### config.mk
export PLATFORM = sky130hd
export DESIGN_NAME = oaf_encoder
export DESIGN_NICKNAME = d
export VERILOG_FILES = /design/src/rtl/oaf_pkg.sv /design/src/rtl/oaf_encoder.sv
export VERILOG_INCLUDE_DIRS = /design/src /design/src/rtl
export SDC_FILE = /design/constraint.sdc
export NUM_CORES = 1
export LEC_CHECK = 0
export BUFFER_PORTS_ARGS = -buffer_cell sky130_fd_sc_hd__buf_2
export CAP_MARGIN = 20
export CORE_MARGIN = 1
export CORE_UTILIZATION = 40
export DETAILED_ROUTE_END_ITERATION = 8
export GPL_ROUTABILITY_DRIVEN = 0
export RECOVER_POWER = 50
export SETUP_SLACK_MARGIN = 0.5
export SLEW_MARGIN = 20
export SYNTH_ARGS = -nofsm -noshare
export SYNTH_HDL_FRONTEND = slang
export SYNTH_SLANG_ARGS = --single-unit
### constraint.sdc
create_clock -name core_clk -period 9.85 [get_ports core_clk]
set_input_delay 2.4625 -clock core_clk [delete_from_list [all_inputs] [get_ports core_clk]]
set_output_delay 2.4625 -clock core_clk [all_outputs]
set_load 0.01 [all_outputs]
### src/rtl/oaf_defines.svh
// Constants of the on-off/four-level frame encoder
`ifndef OAF_DEFINES_SVH
`define OAF_DEFINES_SVH
`define OAF_OFF_CTRL 4'h0
`define OAF_OFF_LEN 4'h4
`define OAF_OFF_STAT 4'h8
`define OAF_CTRL_START 0
`define OAF_CTRL_MODE 1
`define OAF_CTRL_PAY 3
`define OAF_CTRL_RETX 4
`define OAF_RESP_OKAY 2'h0
`define OAF_RESP_SLVERR 2'h2
`define OAF_MODE_BASE 2'h0
`define OAF_MODE_FAST 2'h1
`define OAF_MODE_FOUR 2'h2
`define OAF_MODE_BAD 2'h3
`define OAF_PAD_LAST 11'h6ff
`define OAF_ND_LAST_SF1 10'h1fb
`define OAF_ND_LAST_SF2 10'h3f7
`define OAF_NP_LAST_SF1 3'h3
`define OAF_NP_LAST_SF2 3'h7
`define OAF_REP_SF1 2'h1
`define OAF_REP_SF2 2'h2
`define OAF_TRAIN_LAST 5'h1f
`define OAF_PILOT_BASE 8'h33
`define OAF_PILOT_FAST 4'h5
`define OAF_PILOT_FOUR 8'h33
`define OAF_LFSR_W 15
`define OAF_LFSR_FILL 13'h1fff
`define OAF_HDR_W 40
`define OAF_HDR_LAST 6'h27
`define OAF_H_SEED 0
`define OAF_H_INV 2
`define OAF_H_TFP 3
`define OAF_H_PL 4
`define OAF_H_RPL 6
`define OAF_H_SEG 8
`define OAF_H_SUC 12
`define OAF_H_MODE 18
`define OAF_H_LEN 20
`define OAF_H_MID 36
`define OAF_H_SEGMENT_CONTINUES 37
`define OAF_FLAG_ZERO 1'h0
`define OAF_PL_ZERO 2'h0
`define OAF_SEG_PAY 4'h1
`define OAF_SEG_NONE 4'h0
`define OAF_SUC_PAY 6'h01
`define OAF_SUC_NONE 6'h00
`endif

### src/rtl/oaf_pkg.sv
// Types of the on-off/four-level frame encoder
package oaf_pkg;
`include "oaf_defines.svh"

typedef enum logic [1:0] {I_IDLE, I_HDR, I_PAY, I_PAD} oaf_in_e;
typedef enum logic [1:0] {O_IDLE, O_HDR, O_TRAIN, O_PAY} oaf_out_e;

typedef struct packed {
    logic [1:0] level;
    logic pilot;
    logic hdr;
} oaf_sym_s;

typedef struct packed {
    logic awready; logic wready; logic aw_held; logic w_held;
    logic [3:0] awaddr; logic [31:0] wdata; logic [3:0] wstrb;
    logic bvalid; logic [1:0] bresp;
    logic arready; logic rvalid; logic [1:0] rresp; logic [31:0] rdata;
    logic [1:0] mode; logic has_pay; logic [3:0] retx; logic [15:0] len;
    logic busy; logic [1:0] seed; logic [1:0] seed_ctr; logic inv;
    logic [15:0] frames;
    oaf_in_e iph; logic [10:0] icnt; logic [`OAF_LFSR_W-1:0] lfsr;
    logic rs_in_valid; logic rs_in_bit; logic rs_in_hdr; logic rs_in_last;
    logic mac_ready;
    oaf_out_e oph; logic rs_out_ready; logic [1:0] cur_lvl; logic [1:0] rep;
    logic half_have; logic half_bit; logic [9:0] dcnt; logic [2:0] pidx;
    logic pilot_on; logic pad_on; logic fin; logic [4:0] tidx;
    logic sym_valid; oaf_sym_s sym;
} oaf_st_s;
endpackage

### src/rtl/oaf_encoder.sv
// Frame encoder: header build, payload pad/invert, mapping, spreading, blocks
//
// The AXI4-Lite register port and the placing of the registers were decided locally.
`timescale 1ns/1ps
module oaf_encoder import oaf_pkg::*; #(
    parameter logic [`OAF_LFSR_W-1:0] LFSR_TAPS = 15'h6000,
    parameter logic [63:0] TRAIN_SEQ = 64'h0
) (
    input wire logic core_clk,
    input wire logic rst_b,
    input wire logic [3:0] s_axi_awaddr,
    input wire logic s_axi_awvalid,
    output logic s_axi_awready,
    input wire logic [31:0] s_axi_wdata,
    input wire logic [3:0] s_axi_wstrb,
    input wire logic s_axi_wvalid,
    output logic s_axi_wready,
    output logic [1:0] s_axi_bresp,
    output logic s_axi_bvalid,
    input wire logic s_axi_bready,
    input wire logic [3:0] s_axi_araddr,
    input wire logic s_axi_arvalid,
    output logic s_axi_arready,
    output logic [31:0] s_axi_rdata,
    output logic [1:0] s_axi_rresp,
    output logic s_axi_rvalid,
    input wire logic s_axi_rready,
    input wire logic mac_valid,
    input wire logic mac_bit,
    input wire logic mac_last,
    output logic mac_ready,
    output logic rs_in_valid,
    output logic rs_in_bit,
    output logic rs_in_hdr,
    output logic rs_in_last,
    input wire logic rs_in_ready,
    input wire logic rs_out_valid,
    input wire logic rs_out_bit,
    input wire logic rs_out_last,
    output logic rs_out_ready,
    output logic sym_valid,
    output oaf_sym_s sym,
    input wire logic sym_ready
);

// ***************************************************************
// Reset release
// ***************************************************************
logic rst_meta_q;
logic rst_n_q;

always_ff @(posedge core_clk or negedge rst_b) begin
    if (!rst_b) begin
        rst_meta_q <= 1'b0;
        rst_n_q <= 1'b0;
    end else begin
        rst_meta_q <= 1'b1;
        rst_n_q <= rst_meta_q;
    end
end

// ***************************************************************
// Helpers
// ***************************************************************
function automatic logic [`OAF_HDR_W-1:0] hdr_word(input oaf_st_s s);
    logic [`OAF_HDR_W-1:0] h;
    h = '0;
    h[`OAF_H_SEED +: 2] = s.seed;
    h[`OAF_H_INV] = s.inv;
    h[`OAF_H_TFP] = `OAF_FLAG_ZERO;
    h[`OAF_H_PL +: 2] = `OAF_PL_ZERO;
    h[`OAF_H_RPL +: 2] = `OAF_PL_ZERO;
    h[`OAF_H_SEG +: 4] = s.has_pay ? `OAF_SEG_PAY : `OAF_SEG_NONE;
    h[`OAF_H_SUC +: 6] = s.has_pay ? `OAF_SUC_PAY : `OAF_SUC_NONE;
    h[`OAF_H_MODE +: 2] = s.mode;
    h[`OAF_H_LEN +: 16] = s.len;
    h[`OAF_H_MID] = `OAF_FLAG_ZERO;
    h[`OAF_H_SEGMENT_CONTINUES] = `OAF_FLAG_ZERO;
    // Training field flag stays zero, though four-level mode appends a training field to frames with payload
    return h;
endfunction

// Gray pair, earlier bit first
function automatic logic [1:0] gray(input logic b0, input logic b1);
    return {b0, b0 ^ b1};
endfunction

function automatic logic [1:0] pilot_lvl(input logic [1:0] m, input logic [2:0] i);
    logic [7:0] four;
    four = `OAF_PILOT_FOUR;
    unique case (m)
        `OAF_MODE_FAST: pilot_lvl = {1'b0, 1'(`OAF_PILOT_FAST >> i[1:0])};
        `OAF_MODE_FOUR: pilot_lvl = four[{i[1:0], 1'b0} +: 2];
        default: pilot_lvl = {1'b0, 1'(`OAF_PILOT_BASE >> i)};
    endcase
endfunction

// ***************************************************************
// State
// ***************************************************************
oaf_st_s q;
oaf_st_s d;
logic [`OAF_HDR_W-1:0] hdr;
logic [1:0] eff_mode;
logic eff_four;
logic sf_two;
logic [9:0] nd_last;
logic [2:0] np_last;
logic [1:0] rep_n;
logic scr_bit;
logic [`OAF_LFSR_W-1:0] lfsr_nx;
logic [10:0] icnt_nx;

// Header always uses base geometry
assign eff_mode = (q.oph == O_HDR) ? `OAF_MODE_BASE : q.mode;
assign eff_four = (eff_mode == `OAF_MODE_FOUR);
assign sf_two = (eff_mode == `OAF_MODE_BASE);
assign nd_last = sf_two ? `OAF_ND_LAST_SF2 : `OAF_ND_LAST_SF1;
assign np_last = sf_two ? `OAF_NP_LAST_SF2 : `OAF_NP_LAST_SF1;
assign rep_n = sf_two ? `OAF_REP_SF2 : `OAF_REP_SF1;
assign hdr = hdr_word(q);
// Stand-in whitening sequence; polynomial set by parameter
assign scr_bit = ^(q.lfsr & LFSR_TAPS);
assign lfsr_nx = {q.lfsr[`OAF_LFSR_W-2:0], scr_bit};
assign icnt_nx = (q.icnt == `OAF_PAD_LAST) ? 11'h0 : q.icnt + 11'h1;

always_comb begin
    logic start_req;
    logic g;
    start_req = 1'b0;
    g = 1'b0;
    d = q;

    // ***********************************************************
    // AXI4-Lite slave
    // ***********************************************************
    if (s_axi_awvalid && q.awready) begin
        d.aw_held = 1'b1;
        d.awaddr = s_axi_awaddr;
    end
    if (s_axi_wvalid && q.wready) begin
        d.w_held = 1'b1;
        d.wdata = s_axi_wdata;
        d.wstrb = s_axi_wstrb;
    end
    if (q.bvalid && s_axi_bready) begin
        d.bvalid = 1'b0;
    end
    if (q.aw_held && q.w_held && !q.bvalid) begin
        d.aw_held = 1'b0;
        d.w_held = 1'b0;
        d.bvalid = 1'b1;
        d.bresp = `OAF_RESP_OKAY;
        case ({q.awaddr[3:2], 2'b00})
            `OAF_OFF_CTRL: begin
                // Config frozen while a frame is in flight
                if (!q.busy && q.wstrb[0]) begin
                    d.mode = q.wdata[`OAF_CTRL_MODE +: 2];
                    if (d.mode == `OAF_MODE_BAD) begin
                        d.mode = `OAF_MODE_BASE;
                    end
                    d.has_pay = q.wdata[`OAF_CTRL_PAY];
                    d.retx = q.wdata[`OAF_CTRL_RETX +: 4];
                    start_req = q.wdata[`OAF_CTRL_START];
                end
            end
            `OAF_OFF_LEN: begin
                if (!q.busy && q.wstrb[0]) begin
                    d.len[7:0] = q.wdata[7:0];
                end
                if (!q.busy && q.wstrb[1]) begin
                    d.len[15:8] = q.wdata[15:8];
                end
            end
            `OAF_OFF_STAT: begin
            end
            default: begin
                d.bresp = `OAF_RESP_SLVERR;
            end
        endcase
    end
    if (q.rvalid && s_axi_rready) begin
        d.rvalid = 1'b0;
    end
    if (s_axi_arvalid && q.arready) begin
        d.rvalid = 1'b1;
        d.rresp = `OAF_RESP_OKAY;
        case ({s_axi_araddr[3:2], 2'b00})
            `OAF_OFF_CTRL: d.rdata = {24'h0, q.retx, q.has_pay, q.mode, 1'b0};
            `OAF_OFF_LEN: d.rdata = {16'h0, q.len};
            `OAF_OFF_STAT: d.rdata = {q.frames, 8'h0, q.retx, q.seed, q.inv, q.busy};
            default: begin
                d.rdata = 32'h0;
                d.rresp = `OAF_RESP_SLVERR;
            end
        endcase
    end
    d.awready = !d.aw_held && !d.bvalid;
    d.wready = !d.w_held && !d.bvalid;
    d.arready = !d.rvalid;

    // ***********************************************************
    // Frame start
    // ***********************************************************
    if (start_req) begin
        d.busy = 1'b1;
        d.inv = d.retx[0];
        // Even index (first send included) draws a new seed; odd keeps it
        if (!d.retx[0]) begin
            d.seed = q.seed_ctr;
            d.seed_ctr = q.seed_ctr + 2'h1;
        end
        d.frames = q.frames + 16'h1;
        d.iph = I_HDR;
        d.icnt = 11'h0;
        d.lfsr = {d.seed, `OAF_LFSR_FILL};
        d.oph = O_HDR;
        d.dcnt = 10'h0;
        d.pidx = 3'h0;
        d.pilot_on = 1'b0;
        d.pad_on = 1'b0;
        d.fin = 1'b0;
        d.rep = 2'h0;
        d.half_have = 1'b0;
        d.tidx = 5'h0;
    end

    // ***********************************************************
    // Scramble and pad toward the RS coder
    // ***********************************************************
    if (q.rs_in_valid && rs_in_ready) begin
        d.rs_in_valid = 1'b0;
    end
    unique case (q.iph)
        I_IDLE: begin
        end
        I_HDR: begin
            if (!q.rs_in_valid || rs_in_ready) begin
                d.rs_in_valid = 1'b1;
                d.rs_in_bit = hdr[q.icnt[5:0]] ^ scr_bit;
                d.rs_in_hdr = 1'b1;
                d.rs_in_last = (q.icnt[5:0] == `OAF_HDR_LAST);
                d.lfsr = lfsr_nx;
                d.icnt = q.icnt + 11'h1;
                if (d.rs_in_last) begin
                    d.icnt = 11'h0;
                    d.lfsr = {q.seed, `OAF_LFSR_FILL};
                    d.iph = q.has_pay ? I_PAY : I_IDLE;
                end
            end
        end
        I_PAY: begin
            // Ready is only raised with the output slot empty
            if (mac_valid && q.mac_ready) begin
                d.rs_in_valid = 1'b1;
                d.rs_in_bit = mac_bit ^ scr_bit;
                d.rs_in_hdr = 1'b0;
                d.lfsr = lfsr_nx;
                d.icnt = icnt_nx;
                d.rs_in_last = mac_last && (q.icnt == `OAF_PAD_LAST);
                if (mac_last) begin
                    d.iph = d.rs_in_last ? I_IDLE : I_PAD;
                end
            end
        end
        I_PAD: begin
            if (!q.rs_in_valid || rs_in_ready) begin
                d.rs_in_valid = 1'b1;
                d.rs_in_bit = 1'b0;
                d.rs_in_hdr = 1'b0;
                d.rs_in_last = (q.icnt == `OAF_PAD_LAST);
                d.icnt = icnt_nx;
                if (d.rs_in_last) begin
                    d.iph = I_IDLE;
                end
            end
        end
    endcase
    // Half rate on the MAC side, traded for a registered ready
    d.mac_ready = (d.iph == I_PAY) && !d.rs_in_valid;

    // ***********************************************************
    // Symbol emission: pilots, zero pad, spread data
    // ***********************************************************
    if (q.sym_valid && sym_ready) begin
        d.sym_valid = 1'b0;
    end
    if (!q.sym_valid || sym_ready) begin
        if (q.pilot_on) begin
            d.sym_valid = 1'b1;
            d.sym.level = pilot_lvl(eff_mode, q.pidx);
            d.sym.pilot = 1'b1;
            d.sym.hdr = (q.oph == O_HDR);
            d.pidx = q.pidx + 3'h1;
            if (q.pidx == np_last) begin
                d.pilot_on = 1'b0;
                d.pidx = 3'h0;
            end
        end else if (q.pad_on || q.rep != 2'h0) begin
            d.sym_valid = 1'b1;
            d.sym.level = q.pad_on ? 2'h0 : q.cur_lvl;
            d.sym.pilot = 1'b0;
            d.sym.hdr = (q.oph == O_HDR);
            if (!q.pad_on) begin
                d.rep = q.rep - 2'h1;
            end
            d.dcnt = q.dcnt + 10'h1;
            if (q.dcnt == nd_last) begin
                d.dcnt = 10'h0;
                d.pilot_on = 1'b1;
                d.pad_on = 1'b0;
            end
        end
    end

    // ***********************************************************
    // Coded bit intake, inversion and mapping
    // ***********************************************************
    if (rs_out_valid && q.rs_out_ready) begin
        g = rs_out_bit ^ (q.inv && q.oph == O_PAY);
        if (eff_four && !q.half_have) begin
            d.half_have = 1'b1;
            d.half_bit = g;
        end else begin
            d.cur_lvl = eff_four ? gray(q.half_bit, g) : {1'b0, g};
            d.rep = rep_n;
            d.half_have = 1'b0;
        end
        if (rs_out_last) begin
            d.fin = 1'b1;
        end
    end
    if (q.oph == O_TRAIN && q.rep == 2'h0 && !q.pilot_on && !q.pad_on) begin
        d.cur_lvl = TRAIN_SEQ[{q.tidx, 1'b0} +: 2];
        d.rep = `OAF_REP_SF2;
        d.tidx = q.tidx + 5'h1;
        if (q.tidx == `OAF_TRAIN_LAST) begin
            d.tidx = 5'h0;
            d.oph = O_PAY;
        end
    end
    if ((q.oph == O_HDR || q.oph == O_PAY) && d.fin && d.rep == 2'h0
        && !d.pilot_on && !d.pad_on) begin
        if (d.half_have) begin
            // Lone trailing bit pairs with zero
            d.cur_lvl = gray(d.half_bit, 1'b0);
            d.rep = rep_n;
            d.half_have = 1'b0;
        end else if (d.dcnt != 10'h0) begin
            d.pad_on = 1'b1;
        end else begin
            d.fin = 1'b0;
            if (q.oph == O_HDR && q.has_pay) begin
                d.oph = (q.mode == `OAF_MODE_FOUR) ? O_TRAIN : O_PAY;
            end else begin
                d.oph = O_IDLE;
                d.busy = 1'b0;
            end
        end
    end
    d.rs_out_ready = (d.oph == O_HDR || d.oph == O_PAY) && !d.fin
        && d.rep == 2'h0 && !d.pilot_on && !d.pad_on;
end

always_ff @(posedge core_clk or negedge rst_n_q) begin
    if (!rst_n_q) begin
        q <= '0;
    end else begin
        q <= d;
    end
end

// ***************************************************************
// Outputs
// ***************************************************************
// Levels are integer indices; scaling is approximated downstream
assign s_axi_awready = q.awready;
assign s_axi_wready = q.wready;
assign s_axi_bresp = q.bresp;
assign s_axi_bvalid = q.bvalid;
assign s_axi_arready = q.arready;
assign s_axi_rdata = q.rdata;
assign s_axi_rresp = q.rresp;
assign s_axi_rvalid = q.rvalid;
assign mac_ready = q.mac_ready;
assign rs_in_valid = q.rs_in_valid;
assign rs_in_bit = q.rs_in_bit;
assign rs_in_hdr = q.rs_in_hdr;
assign rs_in_last = q.rs_in_last;
assign rs_out_ready = q.rs_out_ready;
assign sym_valid = q.sym_valid;
assign sym = q.sym;

endmodule

==> reports/metrics.cfg, run 1 <==
[worst_setup_path]
critical-path-top-delay-family = buffers and inverters
worst-setup-path-type = flop to asynchronous set/reset pin
cp_max_fo = 73
critPathMaxStageDelay_ns = 2.40
crit_arrival_ns = 5.32
end_kind = asynchronous set/reset pin
required_ns = 10.28
crit_buf_inv = 2
start_kind = flop
crit_chain = clkbuf_1, buf_4
crit_slowest_cell = clkbuf_1
reg2reg_depth = 2
cp.depth = 2

[clocking]
cts_tree = done
cts_buffers = 17
cts_buffer_depth = 2
hold_buffers = 0
clock-sinks = 176
cts_root_buf = clkbuf_16
clk-insertion-delay-late_ns = 0.43
cts_resized = 0
clk_pin_slew_ns = 0.07
htreeDepth = 4
post-cts-setup-buffers = 0

[yosys]
synthArstFlopShare = 1.00
synth_top_area_frac = 0.507
syn_avg_cell_area_um2 = 10.4
ys_warn_count = 0
synth-edff-count = 0
ys_types = 72
synth_ff_type = dfrtp_1
ys_seq_area_frac = 0.507
yosys.area.top_type = dfrtp_1
syn_inst = 838
netlist_top_cells_area = dfrtp_1 51%, mux2_2 5.7%, nand2_1 3.7%
ys_seq_elements = 176
syn_area_mm2 = 0.00869

[timing]
setup-violations-final = 0
hold_slack_ns = 0.354
tightest_slew_ns = 3.32
final.period_utilization = 0.496
max-slew-margin-rel = -1.21
fin_skew_ns = 0.00867
max_freq_mhz = 205
finalHoldViolations = 0
maxSlewViolCount = 137
rsz0062_at_grt = false
finalSetupTns_ns = 0
layout_min_cycle_time_ns = 4.88

[floorplanning]
fp.dieH_um = 149
io_pins = 111
die_area_mm2 = 0.0223
core-area_mm2 = 0.0212
fp.dieW_um = 149
rows = 53
start_util = 0.411

[place]
dp_hpwl_mm = 12.8
dpl_cell_area_mm2 = 0.00909
port_buffers = 86

[detailed_routing]
viasPerCell = 5.32
vias = 6202
dr.pass1.iters = 5
drcViolationCount = 0
wirelength_mm = 18.5
wire_per_inst_um = 15.9
drtIter0Drc = 386
ant_nets = 0

[global_route]
grt_pass1_vias = 5895
grt_pass1_wl_mm = 30.8
antenna_found_initial = 1
grt_use_total = 0.176
overflow = 0
grt_max_degree = 74

[power]
p_switching_uw = 798
intPower_uw = 1570
p_leak_uw = 0.00438
switching_share = 0.337
seqPwrFrac = 0.455
clkPwrFrac = 0.286
p_per_area_mw_per_mm2 = 245
p_total_uw = 2370
power_frac_comb = 0.260
vdd_drop_max_mv = 0.139

[run_status]
violations = max-capacitance violations, max-slew violations
status = finished with violations

[min_path]
hold_path.class = flop to flop
worstHoldPathCells = 0

[cells_and_area]
postLayoutCellArea_mm2 = 0.00965
fillCellCount = 2011
multi_input_area_mm2 = 0.00376
area_growth_pct = 11.1
seq_area_mm2 = 0.00440
final_layout_size_suffix_gt1_frac = 0.199
fin_nets = 952

[run]
cap_viol_max_count = 3

-- worst register-to-register path: stages, from the launching register on --
cell	delay, ns
dfrtp_1	1.37
clkbuf_1	2.41
buf_4	1.06
-- flip-flops by register name (all words and copies together) (netlist names) --
name / flops
q: 89
s_axi_rdata: 32
hdr: 21
lfsr_nx: 14
sym: 4
mac_ready: 1
rs_in_bit: 1
rs_in_hdr: 1
rs_in_last: 1
rs_in_valid: 1
rs_out_ready: 1
rst_meta_q: 1
rst_n_q: 1
s_axi_arready: 1
s_axi_awready: 1
s_axi_bresp: 1
s_axi_bvalid: 1
s_axi_rresp: 1
s_axi_rvalid: 1
s_axi_wready: 1
sym_valid: 1
-- routing by layer --
metal,routed length [µm],GRT usage,part of all wire
met1,9090,0.250,0.49
met2,8490,0.269,0.46
met3,721,0.0339,0.039
met4,186,0.0531,0.010
met5,0,0,0
-- placed cells by master, fill, tap and decap left out, types with 8 or more instances in the layout --
| cell | count |
|---|---|
| o22ai_1 | 16 |
| nor2_1 | 64 |
| mux2_2 | 43 |
| a21oi_1 | 30 |
| o21ai_0 | 57 |
| nor2b_1 | 14 |
| a22o_1 | 29 |
| nand3_1 | 28 |
| ha_1 | 16 |
| xnor2_1 | 20 |
| nand4_1 | 8 |
| clkbuf_16 | 17 |
| buf_2 | 83 |
| mux2i_1 | 9 |
| dfrtp_1 | 176 |
| nand2b_1 | 16 |
| nor3_1 | 9 |
| inv_1 | 22 |
| nand2_1 | 86 |
-- final timing paths --
kind / start / endpoint / slack (ns)
setup / recovery: rst_n_q / q[12] / 4.97
hold / removal: rst_meta_q / rst_n_q / 0.35
setup reg to reg: rst_n_q / q[12] / 4.97
hold reg to reg: rst_meta_q / rst_n_q / 0.35
max in group core_clk: sym_ready / q[34] / 5.44
min in group asynchronous: rst_n_q / s_axi_rdata[15] / 0.65
-- power groups by stage --
stage	Clock, µW	Combinational (µW)	Sequential [µW]
floorplan	0	509	1040
global placement	0	604	1090
detailed placement	0	618	1090
CTS	698	622	1080
global route	725	689	1110
finish	677	616	1080
-- layout make-up --
| class | instances | share of cell area |
|---|---|---|
| clock buffers | 18 | 0.0445 |
| well taps | 275 | 0.0356 |
| repair buffers | 94 | 0.0492 |
| diodes | 1 | 0.000259 |
| inverters | 22 | 0.00855 |
| multi-input cells | 566 | 0.390 |
| clock inverters | 14 | 0.0161 |
| flip-flops and latches | 176 | 0.456 |
-- metrics by stage --
stage,setup slack [ns],instances,util
floorplan,4.58,839,-
global placement,5.02,1133,0.430
detailed placement,5.00,1133,0.430
CTS,5.44,1165,0.457
global route,3.82,1165,0.456
finish,4.97,1166,0.456
-- synthesized netlist by cell type, drive strengths merged (17+ instances only) --
master,n
xnor2,20
nor2,64
inv,22
a21oi,30
nand2,86
o21ai,59
dfrtp,176
clkbuf,28
mux2,46
nand2b,17
buf,47
nand3,28
a22o,29
-- kinds of logic (layout without fill, tap and decap cells) --
kind of cell / count (synthesis) / after routing / share of synthesized area
AO/OA/AOI/OAI: 189 / 189 / 0.143
flip-flops: 176 / 176 / 0.507
XOR/XNOR: 27 / 27 / 0.0272
other: 2 / 4 / 0.000864
buffers and inverters: 97 / 148 / 0.0605
AND/OR/NAND/NOR: 272 / 272 / 0.158
multiplexers: 59 / 59 / 0.0804
adder cells (fa/ha/maj): 16 / 16 / 0.0230
Note: power is estimated with default switching activity, not from simulation.
==> run 2: changes to the inputs <==
--- a/config.mk
+++ b/config.mk
@@ -6,6 +6,7 @@
 export SDC_FILE = /design/constraint.sdc
 export NUM_CORES = 1
 export LEC_CHECK = 0
+export ABC_AREA = 1
 export BUFFER_PORTS_ARGS = -buffer_cell sky130_fd_sc_hd__buf_2
 export CAP_MARGIN = 20
 export CORE_MARGIN = 1
==> constraint.sdc (replaced) <==
create_clock -name core_clk -period 4.8 [get_ports core_clk]
set_input_delay 1.2 -clock core_clk [delete_from_list [all_inputs] [get_ports core_clk]]
set_output_delay 1.2 -clock core_clk [all_outputs]
set_load 0.01 [all_outputs]
==> reports/metrics.cfg, run 2 <==
[clocking]
cts_buffers = 17
clock-sinks = 176
hold_buffers = 0
htreeDepth = 4
clk-insertion-delay-late_ns = 0.44
clk_pin_slew_ns = 0.07
cts_tree = done
cts_buffer_depth = 2
cts_root_buf = clkbuf_16
post-cts-setup-buffers = 0
cts_resized = 0

[timing]
max_freq_mhz = 352
finalHoldViolations = 0
fin_skew_ns = 0.00708
final.period_utilization = 0.592
tightest_slew_ns = 2.62
setup-violations-final = 0
layout_min_cycle_time_ns = 2.84
maxSlewViolCount = 64
finalSetupTns_ns = 0
max-slew-margin-rel = -0.744
rsz0062_at_grt = false
hold_slack_ns = 0.353

[floorplanning]
io_pins = 111
die_area_mm2 = 0.0231
core-area_mm2 = 0.0220
fp.dieH_um = 152
start_util = 0.410
fp.dieW_um = 152
rows = 54

[cells_and_area]
largest_register_ffs = 89
diodes = 0
postLayoutCellArea_mm2 = 0.00999
area_growth_pct = 10.8
layout_common_cells = 233 x nand2_1, 176 x dfrtp_1, 154 x inv_1
layout_commonest_cell = nand2_1
utilization = 0.455
fin_nets = 1223
top_register = q
final_layout_size_suffix_gt1_frac = 0.146

[worst_setup_path]
cp_max_fo = 21
worst-setup-path-type = flop to flop
crit_slowest_cell = nand2_1
crit_top_cell = nand2_1
crit_arrival_ns = 3.17
start_kind = flop
required_ns = 5.13
critPathMaxStageDelay_ns = 0.61
end_kind = flop
crit_chain = inv_1, nand3_1, nor2_4, nand2_1, nand3_1, nand2_1, nand2_1, nand2_1, nor2_2, nand2_2, nor2_4, inv_2, nand2_1, inv_1, nand3_1, nor2_1
reg2reg_depth = 16

[global_route]
overflow = 0
grt_use_total = 0.184
grt_pass1_wl_mm = 34.1
grt_max_degree = 112
antenna_found_initial = 0
grt_pass1_vias = 6791

[detailed_routing]
met3WireLength_um = 936
viasPerCell = 4.85
wire_per_inst_um = 13.9
drtIter0Drc = 475
vias = 6994
routed.top_layer = met4
wirelength_mm = 20.0
wl_met1_mm = 10.3
dr.pass1.iters = 7
ant_nets = 0
wl_met2_mm = 8.55
drcViolationCount = 18

[place]
dp_hpwl_mm = 14.0
port_buffers = 86
dpl_cell_area_mm2 = 0.00941

[yosys]
synth_common_cells = 229 x nand2_1, 176 x dfrtp_1, 153 x inv_1, 118 x o21ai_0, 97 x nor2_1
ys_warn_count = 0
yosys.area.top_type = dfrtp_1
synth-edff-count = 0
ys_types = 47
ys_seq_area_frac = 0.489
synthArstFlopShare = 1.00
syn_avg_cell_area_um2 = 8.14
synth_ff_type = dfrtp_1
ys_seq_elements = 176
synth_top_area_frac = 0.489
netlist_top_cells_area = dfrtp_1 49%, nand2_1 9.5%, o21ai_0 6.6%
synth.most_common_cell = nand2_1
syn_area_mm2 = 0.00901
syn_inst = 1107

[power]
p_leak_uw = 0.00502
p_total_uw = 5160
p_per_area_mw_per_mm2 = 517
vdd_drop_max_mv = 0.273

[run_status]
violations = design-rule violations, max-capacitance violations, max-slew violations
status = finished with violations

[run]
cap_viol_max_count = 1

[min_path]
worstHoldPathCells = 0
hold_path.class = flop to flop

-- run 2: cell count changes in the layout (fill, tap and decap cells not counted), moves of 16 or more --
cell	change
nand3_1	+43
nand2_1	+147
xnor2_1	-17
o21ai_0	+62
nor2_1	+34
mux2_2	-43
inv_1	+132
nand2b_1	-16
a22o_1	-29
-- run 2: through the flow --
step	cells	setup WS, ns
after floorplan	1108	1.89
after global placement	1409	1.61
after detailed placement	1409	1.66
after CTS	1441	2.00
after global routing	1441	1.63
final	1441	1.96
-- run 2: power breakdown --
group          switching [µW]  internal, µW
Sequential                343          1900
Combinational             965           529
Clock                     641           783
-- run 2: critical path, delay by kind of cell (launching register included) --
family	cells	cell delay (ns)
buffers and inverters	3	0.16
AND/OR/NAND/NOR	13	2.16
flip-flops	1	0.40
-- run 2: logic make-up after synthesis --
| group | share of synthesized area |
|---|---|
| buffers and inverters | 0.116 |
| other | 0.000834 |
| flip-flops | 0.489 |
| adder cells (fa/ha/maj) | 0.0222 |
| AND/OR/NAND/NOR | 0.224 |
| AO/OA/AOI/OAI | 0.124 |
| XOR/XNOR | 0.0243 |
-- run 2: final cells by class --
type	count	area, µm²
well taps	280	350
fillers	2203	12000
clock inverters	15	179
flip-flops and latches	176	4400
clock buffers	17	425
repair buffers	90	472
inverters	163	612
multi-input cells	700	3540
-- run 2: layer usage --
layer	vias up	GRT usage
li1	3576	-
met5	-	0
met2	148	0.273
met3	14	0.0351
met1	3256	0.271
met4	0	0.0549
-- run 2: worst paths after layout --
kind                              start      endpoint  slack [ns]
min reg2reg                  rst_meta_q       rst_n_q        0.35
max                        s_axi_bvalid  rs_out_ready        1.96
max reg2reg                s_axi_bvalid  rs_out_ready        1.96
max in group asynchronous       rst_n_q         q[31]        2.15
min in group asynchronous         rst_b       rst_n_q        0.54
min                          rst_meta_q       rst_n_q        0.35
==> run 3: changes to the inputs <==
==> constraint.sdc (replaced) <==
create_clock -name core_clk -period 2.6 [get_ports core_clk]
set_input_delay 0.65 -clock core_clk [delete_from_list [all_inputs] [get_ports core_clk]]
set_output_delay 0.65 -clock core_clk [all_outputs]
set_load 0.01 [all_outputs]
==> reports/metrics.cfg, run 3 (synthesized netlist as in run 2, its figures left out) <==
[power]
vdd_drop_max_mv = 0.601
p_leak_uw = 0.00520
p_per_area_mw_per_mm2 = 935
p_total_uw = 9770

[cells_and_area]
area_growth_pct = 15.9
layout_common_cells = 219 x nand2_1, 174 x dfrtp_1, 147 x inv_1
postLayoutCellArea_mm2 = 0.0104
layout_commonest_cell = nand2_1
fin_nets = 1257
largest_register_ffs = 89
diodes = 0
final_layout_size_suffix_gt1_frac = 0.209
top_register = q

[clocking]
cts_buffer_depth = 2
cts_tree = done
clk_pin_slew_ns = 0.07
cts_root_buf = clkbuf_16
clock-sinks = 176
htreeDepth = 4
cts_buffers = 17
clk-insertion-delay-late_ns = 0.43

[detailed_routing]
drtIter0Drc = 454
dr.pass1.iters = 9
ant_nets = 0
wirelength_mm = 20.3
viasPerCell = 4.90
vias = 7230
wire_per_inst_um = 13.8
drcViolationCount = 10

[floorplanning]
start_util = 0.410
io_pins = 111
die_area_mm2 = 0.0231
rows = 54
core-area_mm2 = 0.0220
fp.dieW_um = 152
fp.dieH_um = 152

[timing]
maxSlewViolCount = 38
hold_slack_ns = 0.334
max_freq_mhz = 437
fin_skew_ns = 0.0113
tightest_slew_ns = 1.57
finalSetupTns_ns = 0
finalHoldViolations = 0
layout_min_cycle_time_ns = 2.29
max-slew-margin-rel = -0.0445
setup-violations-final = 0
final.period_utilization = 0.880
rsz0062_at_grt = true

[worst_setup_path]
crit_chain = nor2_4, nor2_4, inv_2, ha_4, nand2_2, nand2_2, nand2_2, inv_2, nand2_4, nand3_1, nand2_1, inv_1, nand3_1, nor2_2, nand2_2, nor2_4, nor2_1, nor2_2, nor2_1
start_kind = flop
cp_max_fo = 7
rrSetupSlack_ns = 0.31
end_kind = flop
crit_slowest_cell = dfrtp_1
critPathMaxStageDelay_ns = 0.41
crit_arrival_ns = 2.61
worst-setup-path-type = flop to flop
critical-path-top-delay-family = simple AND/OR/NAND/NOR gates
crit_top_cell = nand2_2
crit_buf_inv = 3
required_ns = 2.93

[place]
dp_hpwl_mm = 14.7
dpl_cell_area_mm2 = 0.00960
port_buffers = 86

[global_route]
grt_max_degree = 47
grt_pass1_vias = 6988
grt_use_total = 0.184
overflow = 0
antenna_found_initial = 0
grt_pass1_wl_mm = 34.4

[run_status]
status = finished with violations
violations = design-rule violations, max-capacitance violations, max-slew violations

[min_path]
hold_path.class = flop to asynchronous set/reset pin

[run]
cap_viol_max_count = 1

[run 3: cell types whose count changed in the layout (fill, tap and decap cells not counted), sizes merged]
cell         before  now
inv             166  168
clkinvlp          4    3
clkinv            6    5
clkbuf           18   26
bufinv            2    0
dlygate4sd3       0    1
buf              89  116
[run 3: metrics by stage]
stage	utilization	cells	setup slack (ns)
2_1_floorplan	-	1108	0.476
3_3_place_gp	0.437	1429	0.206
3_5_place_dp	0.437	1429	0.171
4_1_cts	0.472	1471	0.308
5_1_grt	0.475	1475	0.120
6_report	0.475	1475	0.312
[run 3: layout make-up]
type / instances / area (µm²)
inverter: 163 / 621
sequential: 176 / 4410
multi-input combinational: 700 / 3800
clock inverter: 13 / 103
fill: 2149 / 11500
timing repair buffer: 124 / 714
clock buffer: 19 / 443
tap: 280 / 350
[run 3: path summary, 6_finish.rpt]
| path | startpoint | to | depth (start not counted) |
|---|---|---|---|
| setup reg to reg | q[34] | rs_out_ready | 19 |
| min in group core_clk | rst_meta_q | rst_n_q | 0 |
| setup / recovery | q[34] | rs_out_ready | 19 |
| max in group asynchronous | rst_n_q | q[153] | 1 |
| hold reg to reg | rst_n_q | q[66] | 0 |
| hold / removal | rst_n_q | q[66] | 0 |
[run 3: power by group]
group          internal (µW)  switching [µW]
Sequential              3510             566
Combinational           1210            2060
Clock                   1270            1150
[run 3: layer usage]
layer,share of wire,global-route usage,wire [µm],up-vias
met5,0,0,0,-
li1,-,-,-,3652
met4,0.016,0.0569,325,0
met2,0.46,0.288,9330,146
met1,0.49,0.259,9940,3408
met3,0.034,0.0359,695,24
[run 3: repair_timing]
action,in CTS,in global routing
endpoints found under the setup margin,23,31
hold buffers,1,0
setup buffers,9,4
endpoints found under the hold margin,2,0
resized for setup,31,33
pin swaps,15,11
gates cloned,0,0
